File: src/logic/airs_map.vh
// Register map and field layout of the converter input and reference select block
// Assumes an 8-bit register port on the system clock
`ifndef AIRS_MAP_VH
`define AIRS_MAP_VH

// ****************************************
// Register offsets
// ****************************************
`define AIRS_OFS_CHAN      4'h0
`define AIRS_OFS_INCLK     4'h1
`define AIRS_OFS_REFAMP    4'h2
`define AIRS_OFS_BANDGAP   4'h3
`define AIRS_OFS_PINSEL_LO 4'h4
`define AIRS_OFS_PINSEL_HI 4'h5
`define AIRS_OFS_STATUS    4'h6

// ****************************************
// Field positions
// ****************************************
`define AIRS_SRC_HI        7
`define AIRS_SRC_LO        4
`define AIRS_CLK_HI        2
`define AIRS_CLK_LO        0
`define AIRS_AMP_EN        7
`define AIRS_AMP_IN        4
`define AIRS_REF_HI        3
`define AIRS_REF_LO        2
`define AIRS_GAIN_HI       1
`define AIRS_GAIN_LO       0
`define AIRS_BG_EN         0

// ****************************************
// Reset values and masks
// ****************************************
`define AIRS_RST_BYTE      8'h00
`define AIRS_RST_PINS      16'h0000
`define AIRS_INCLK_MASK    8'hf7
`define AIRS_REFAMP_MASK   8'h9f
`define AIRS_BANDGAP_MASK  8'h01
`define AIRS_CHAN_MASK     8'h0f

// ****************************************
// Input source kinds
// ****************************************
`define AIRS_KIND_EXT      3'h0
`define AIRS_KIND_AVDD     3'h1
`define AIRS_KIND_AVDD2    3'h2
`define AIRS_KIND_AVDD4    3'h3
`define AIRS_KIND_VR       3'h4
`define AIRS_KIND_VR2      3'h5
`define AIRS_KIND_VR4      3'h6
`define AIRS_KIND_GND      3'h7

// ****************************************
// Reference kinds
// ****************************************
`define AIRS_REFK_AVDD     2'h0
`define AIRS_REFK_PIN      2'h1
`define AIRS_REFK_AMP      2'h2

`endif

File: src/logic/airs_clk_div.v
// Conversion clock divider: one-cycle enable pulse at the system clock over 2**sel
// Assumes sel comes from a register on the same clock
`include "airs_map.vh"

module airs_clk_div (
  input  wire       clk_sys,
  input  wire       rst_b,
  input  wire [2:0] sel,
  output reg        tick
);

  reg  [6:0] cnt_reg;
  reg  [6:0] cnt_next;
  reg  [6:0] limit;

  // ****************************************
  // Divider
  // ****************************************
  always @* begin
    limit    = 7'h7f >> (3'h7 - sel);
    cnt_next = (cnt_reg >= limit) ? 7'h00 : cnt_reg + 7'h01;
  end

  // Restart on overrun so a smaller divide never waits a full wrap
  always @(posedge clk_sys) begin
    if (!rst_b) begin
      cnt_reg <= 7'h00;
      tick    <= 1'b0;
    end else begin
      cnt_reg <= cnt_next;
      tick    <= (cnt_reg >= limit);
    end
  end

endmodule

File: src/logic/airs_src_decode.v
// Input source decode: source code and channel to analog mux controls
// Pure combinational; inputs come from registers on the same clock
`include "airs_map.vh"

module airs_src_decode (
  input  wire [3:0]  src,
  input  wire [3:0]  chan,
  output reg  [2:0]  kind,
  output reg  [15:0] ext_onehot
);

  always @* begin
    case (src)
      4'h0, 4'h4, 4'hc, 4'hd, 4'he, 4'hf: kind = `AIRS_KIND_EXT;
      4'h1: kind = `AIRS_KIND_AVDD;
      4'h2: kind = `AIRS_KIND_AVDD2;
      4'h3: kind = `AIRS_KIND_AVDD4;
      4'h5: kind = `AIRS_KIND_VR;
      4'h6: kind = `AIRS_KIND_VR2;
      4'h7: kind = `AIRS_KIND_VR4;
      default: kind = `AIRS_KIND_GND;
    endcase
    // Internal source opens every external switch; never two sources shorted
    ext_onehot = (kind == `AIRS_KIND_EXT) ? (16'h0001 << chan) : 16'h0000;
  end

endmodule

File: src/logic/airs_top.v
// Converter input, clock and reference select control, register port and analog controls
// Assumes a plain single-cycle register master on clk_sys; analog switches are static levels
//
// The register offsets and the plain strobed port are this design's own decisions.
`include "airs_map.vh"

module airs_top (
  input  wire        clk_sys,
  input  wire        rst_b,
  input  wire [3:0]  reg_addr,
  input  wire [7:0]  reg_wdata,
  input  wire        reg_wr,
  input  wire        reg_rd,
  output reg  [7:0]  reg_rdata,
  input  wire [15:0] pin_pull_en,
  input  wire [15:0] pin_dir_out,
  output reg  [2:0]  input_kind,
  output reg  [15:0] analog_input_pin_sw,
  output wire        conv_clk_tick,
  output reg         ref_amp_enable,
  output reg         ref_amp_input_select,
  output reg         amp_reference_pin_sw,
  output reg  [1:0]  ref_amp_gain_select,
  output reg  [1:0]  reference_kind,
  output reg         ext_ref_pin_sw,
  output reg         bandgap_enable,
  output reg  [15:0] pin_digital_off,
  output reg  [15:0] pin_pull_eff,
  output reg  [15:0] pin_dir_eff
);

  // ****************************************
  // Registers
  // ****************************************
  reg  [3:0]  external_channel_select_reg;
  reg  [7:0]  adc_input_clock_select_reg;
  reg  [7:0]  adc_reference_amp_control_reg;
  reg  [7:0]  bandgap_enable_control_reg;
  reg  [7:0]  pin_function_select_low_reg;
  reg  [7:0]  pin_function_select_high_reg;
  reg  [7:0]  rdata_next;
  wire [2:0]  kind_next;
  wire [15:0] ext_next;
  wire [15:0] analog_pins;

  function [1:0] ref_kind;
    input [1:0] fld;
    begin
      ref_kind = fld[1] ? `AIRS_REFK_AMP : (fld[0] ? `AIRS_REFK_PIN : `AIRS_REFK_AVDD);
    end
  endfunction

  always @(posedge clk_sys) begin
    if (!rst_b) begin
      external_channel_select_reg   <= 4'h0;
      adc_input_clock_select_reg    <= `AIRS_RST_BYTE;
      adc_reference_amp_control_reg <= `AIRS_RST_BYTE;
      bandgap_enable_control_reg    <= `AIRS_RST_BYTE;
      pin_function_select_low_reg   <= `AIRS_RST_BYTE;
      pin_function_select_high_reg  <= `AIRS_RST_BYTE;
    end else if (reg_wr) begin
      case (reg_addr)
        `AIRS_OFS_CHAN:      external_channel_select_reg <= reg_wdata[3:0];
        `AIRS_OFS_INCLK:     adc_input_clock_select_reg <= reg_wdata & `AIRS_INCLK_MASK;
        `AIRS_OFS_REFAMP:    adc_reference_amp_control_reg <= reg_wdata & `AIRS_REFAMP_MASK;
        `AIRS_OFS_BANDGAP:   bandgap_enable_control_reg <= reg_wdata & `AIRS_BANDGAP_MASK;
        `AIRS_OFS_PINSEL_LO: pin_function_select_low_reg <= reg_wdata;
        `AIRS_OFS_PINSEL_HI: pin_function_select_high_reg <= reg_wdata;
        default: ;
      endcase
    end
  end

  // ****************************************
  // Read port
  // ****************************************
  always @* begin
    case (reg_addr)
      `AIRS_OFS_CHAN:      rdata_next = {4'h0, external_channel_select_reg};
      `AIRS_OFS_INCLK:     rdata_next = adc_input_clock_select_reg;
      `AIRS_OFS_REFAMP:    rdata_next = adc_reference_amp_control_reg;
      `AIRS_OFS_BANDGAP:   rdata_next = bandgap_enable_control_reg;
      `AIRS_OFS_PINSEL_LO: rdata_next = pin_function_select_low_reg;
      `AIRS_OFS_PINSEL_HI: rdata_next = pin_function_select_high_reg;
      `AIRS_OFS_STATUS:    rdata_next = {3'h0, amp_reference_pin_sw, ext_ref_pin_sw, input_kind};
      default:             rdata_next = 8'h00;
    endcase
  end

  // Data stands only in the cycle after the read strobe
  always @(posedge clk_sys) begin
    if (!rst_b)
      reg_rdata <= 8'h00;
    else
      reg_rdata <= reg_rd ? rdata_next : 8'h00;
  end

  // ****************************************
  // Input mux and clock
  // ****************************************
  airs_src_decode u_dec (
    .src        (adc_input_clock_select_reg[`AIRS_SRC_HI:`AIRS_SRC_LO]),
    .chan       (external_channel_select_reg),
    .kind       (kind_next),
    .ext_onehot (ext_next)
  );

  airs_clk_div u_div (
    .clk_sys (clk_sys),
    .rst_b   (rst_b),
    .sel     (adc_input_clock_select_reg[`AIRS_CLK_HI:`AIRS_CLK_LO]),
    .tick    (conv_clk_tick)
  );

  // ****************************************
  // Analog controls
  // ****************************************
  assign analog_pins = {pin_function_select_high_reg, pin_function_select_low_reg};

  // One cycle behind the register, so controls change after each write
  always @(posedge clk_sys) begin
    if (!rst_b) begin
      input_kind           <= `AIRS_KIND_EXT;
      analog_input_pin_sw  <= 16'h0000;
      ref_amp_enable       <= 1'b0;
      ref_amp_input_select <= 1'b0;
      amp_reference_pin_sw <= 1'b0;
      ref_amp_gain_select  <= 2'h0;
      reference_kind       <= `AIRS_REFK_AVDD;
      ext_ref_pin_sw       <= 1'b0;
      bandgap_enable       <= 1'b0;
      pin_digital_off      <= `AIRS_RST_PINS;
      pin_pull_eff         <= `AIRS_RST_PINS;
      pin_dir_eff          <= `AIRS_RST_PINS;
    end else begin
      input_kind           <= kind_next;
      analog_input_pin_sw  <= ext_next;
      ref_amp_enable       <= adc_reference_amp_control_reg[`AIRS_AMP_EN];
      ref_amp_input_select <= adc_reference_amp_control_reg[`AIRS_AMP_IN];
      // Pin switch only closes while the pin is the amplifier input
      amp_reference_pin_sw <= ~adc_reference_amp_control_reg[`AIRS_AMP_IN];
      ref_amp_gain_select  <= adc_reference_amp_control_reg[`AIRS_GAIN_HI:`AIRS_GAIN_LO];
      reference_kind       <= ref_kind(adc_reference_amp_control_reg[`AIRS_REF_HI:`AIRS_REF_LO]);
      ext_ref_pin_sw       <= (ref_kind(adc_reference_amp_control_reg[`AIRS_REF_HI:`AIRS_REF_LO])
                               == `AIRS_REFK_PIN);
      // No interlock: software enables the bandgap and waits before use
      bandgap_enable       <= bandgap_enable_control_reg[`AIRS_BG_EN];
      pin_digital_off      <= analog_pins;
      pin_pull_eff         <= pin_pull_en & ~analog_pins;
      pin_dir_eff          <= pin_dir_out & ~analog_pins;
    end
  end

endmodule

File: config.mk
export PLATFORM = sky130hd
export DESIGN_NAME = airs_top
export DESIGN_NICKNAME = d
export VERILOG_FILES = /design/src/logic/airs_clk_div.v /design/src/logic/airs_src_decode.v /design/src/logic/airs_top.v
export VERILOG_INCLUDE_DIRS = /design/src /design/src/logic
export SDC_FILE = /design/constraint.sdc
export NUM_CORES = 1
export LEC_CHECK = 0
export ABC_AREA = 1
export BUFFER_PORTS_ARGS = -buffer_cell sky130_fd_sc_hd__buf_2
export CORE_ASPECT_RATIO = 0.7
export CORE_MARGIN = 2
export CORE_UTILIZATION = 55
export CTS_BUF_LIST = sky130_fd_sc_hd__clkbuf_16
export DETAILED_ROUTE_END_ITERATION = 8
export PLACE_DENSITY_LB_ADDON = 0.08
export SKIP_CTS_REPAIR_TIMING = 1
export SYNTH_ARGS = -nofsm -noshare
export SYNTH_HDL_FRONTEND = slang
export SYNTH_SLANG_ARGS = --single-unit
export TNS_END_PERCENT = 30
File: constraint.sdc
create_clock -name clk_sys -period 4.31 [get_ports clk_sys]
set_input_delay 0.2155 -clock clk_sys [delete_from_list [all_inputs] [get_ports clk_sys]]
set_output_delay 0.2155 -clock clk_sys [all_outputs]
set_load 0.005 [all_outputs]
==> impl_metrics.toml <==
[die]
pin_count = 133
die_x_um = 113.6
floorplan.initialDensity_pct = 57.79
rows = 27
dieArea_um2 = 9174
die_h_um = 80.74
core_um2 = 8006

[logic_synthesis]
synth_nets = 605
synthArstFlopShare_pct = 0
ys_types = 35
yosys_warnings = 0
synth_edf_count = 0
ys_seq_elements = 128
syn_area_um2 = 4627
seq_area_frac_synth_pct = 55.38
syn-mean-instance-area_um2 = 8.428
syn_inst = 549
synthFlopType = "dfxtp_1"

[grt]
overflow = 0
antenna_found_initial = 0
grt_max_degree = 92
grtUsageTotal_pct = 25.56
grt_pass1_wl_um = 17780
first_global_vias = 3698

[routing]
wire_per_inst_um = 14.14
drtIter0Drc = 304
vias = 4032
ant_nets = 0
finalWirelength_um = 11230
first_pass_iters = 5
viasPerCell = 5.078
drc_errors = 0

[sta]
finClkSkew_ns = 0.007498
maxSlewHeadroom_pct = 44.17
fin_setup_tns_ns = 0
tightest_slew_ns = 0.8374
final_hold_viol_count = 0
rsz0062_at_grt = "no"
setup_viol_count_final = 0
layout_min_cycle_time_ns = 1.952
fmax_ghz = 0.5123
slew_viol_final = 0
finalCritPeriodShare_pct = 45.29

[finish]
fill_cells = 655
syn_to_final_growth_pct = 26.80
layout-drive-gt1-share_pct = 26.12
antennaDiodeCount = 0
layout.nets = 739

[clocking]
clk_latency_ns = 0.41
clk_pin_slew_ns = 0.05
cts_buffers = 17
cts_buffer_depth = 2
cts_tree = "yes"
cts.sinks = 128
cts-root-buf = "clkbuf_16"
htree_levels = 4

[pwr]
p_leak_nw = 3.052
irDropWorstVdd_mv = 0.4184
powerDensity_nw_per_um2 = 464.6
p_total_mw = 2.726

[critical_path]
setup.worst_path.start_class = "primary input"
crit_arrival_ns = 2.27
cp_cell_sequence = "buf_2, buf_4, inv_1, nor4_1, nand2_1, nor2_1"
crit_fanout = 91
critPathMaxStageDelay_ns = 0.63
worst-setup-path-type = "primary input to flip-flop"
crit_slowest_cell = "buf_4"
crit_required_ns = 4.63
end_kind = "flip-flop"

[place]
dp_hpwl_um = 8080
place.gp.congestion = 0.9004
io_buffers = 132

[status]
outcome = "complete, no violations"

[min_path]
hp-class = "primary input to flip-flop"

[run]
max-cap-violations = 0
area by class of cell:
type	count	area, um^2	area share (%)
flip-flops and latches	128	2562	43.68
multi-input cells	336	1702	29.00
inverters	67	252.7	4.308
clock inverters	12	130.1	2.218
well taps	101	126.4	2.154
repair buffers	133	668.1	11.39
clock buffers	17	425.4	7.251
worst max-delay path, delay by kind of cell:
family / cells / cell delay, ns
simple gates: 3 / 0.99
buf+inv: 3 / 1.05
cells in the mapped netlist (all sizes together) (4+ instances only):
master,n,area share (%)
nand4,6,0.95
nand3,45,5.4
a21oi,35,3.8
inv,65,5.3
clkbuf,8,0.73
nand2,106,9.1
ha,8,2.2
o21ai,30,3.3
o211ai,4,0.65
dfxtp,128,55
nor2,86,9.0
buf,10,1.6
cell families (layout without fill, tap and decap cells):
family                     after synthesis  in the layout  synth area share, %
AOI/OAI and AO/OA                       74             74                8.491
xor gates and xnor gates                 5              5               0.9466
adders and majority gates                8              8                2.163
buffers and inverters                   85            229                7.842
DFF                                    128            128                55.38
and+or+nand+nor                        249            249                25.18
metrics by stage:
| stage | std cells | hold slack [ns] | utilization, % | setup slack [ns] | cell area (um^2) |
|---|---|---|---|---|---|
| 6_report | 794 | 0.02343 | 73.28 | 2.358 | 5867 |
| 3_5_place_dp | 765 | 0.4292 | 66.34 | 1.995 | 5311 |
| 2_1_floorplan | 549 | 0.3293 | - | 2.892 | 4627 |
| 5_1_grt | 794 | 0.01082 | 73.28 | 2.132 | 5867 |
| 4_1_cts | 794 | 0.01207 | 73.28 | 2.383 | 5867 |
| 3_3_place_gp | 765 | 0.4283 | 66.34 | 2.169 | 5311 |
routing by layer:
metal / up-vias / global-route usage [%] / wire (um)
li1: 2016 / - / -
met1: 1855 / 34.47 / 5209
met2: 147 / 39.28 / 4957
met3: 14 / 8.284 / 925
met4: 0 / 8.537 / 138
met5: - / 0 / 0
report_power, final:
| group | switching [mW] | internal (mW) |
|---|---|---|
| Sequential | 0.0146 | 1.22 |
| Combinational | 0.0935 | 0.0549 |
| Clock | 0.465 | 0.882 |
placed cells by master, fill, tap and decap left out, types with 2 or more instances in the layout:
master     instances
nor2_8             3
clkbuf_16         17
ha_1               8
inv_1             65
nand3_1           42
xnor2_1            3
nand2_4            2
o21ai_0           24
o211ai_1           4
clkinv_2           3
nor2_4             5
nor2_1            76
inv_2              3
nor3b_1            2
xor2_1             2
nand4_1            5
buf_2            132
bufinv_16          3
nand3_2            2
o21a_1             2
nor3_1             3
dfxtp_1          128
nand2_2            4
clkinv_1           4
nor2_2             2
o22ai_1            3
nand2_1          100
o21ai_1            5
a21oi_1           35
path summary, 6_finish.rpt:
path,startpoint,slack [ns],to,depth (start not counted)
setup reg to reg,adc_input_clock_select_reg[1],2.56,u_div.cnt_reg[6],6
hold / removal,pin_pull_en[13],0.02,pin_pull_eff[13],3
setup / recovery,rst_b,2.36,analog_input_pin_sw[2],6
hold reg to reg,adc_reference_amp_control_reg[7],0.43,ref_amp_enable,2
Power figures use the tool's default switching activity.
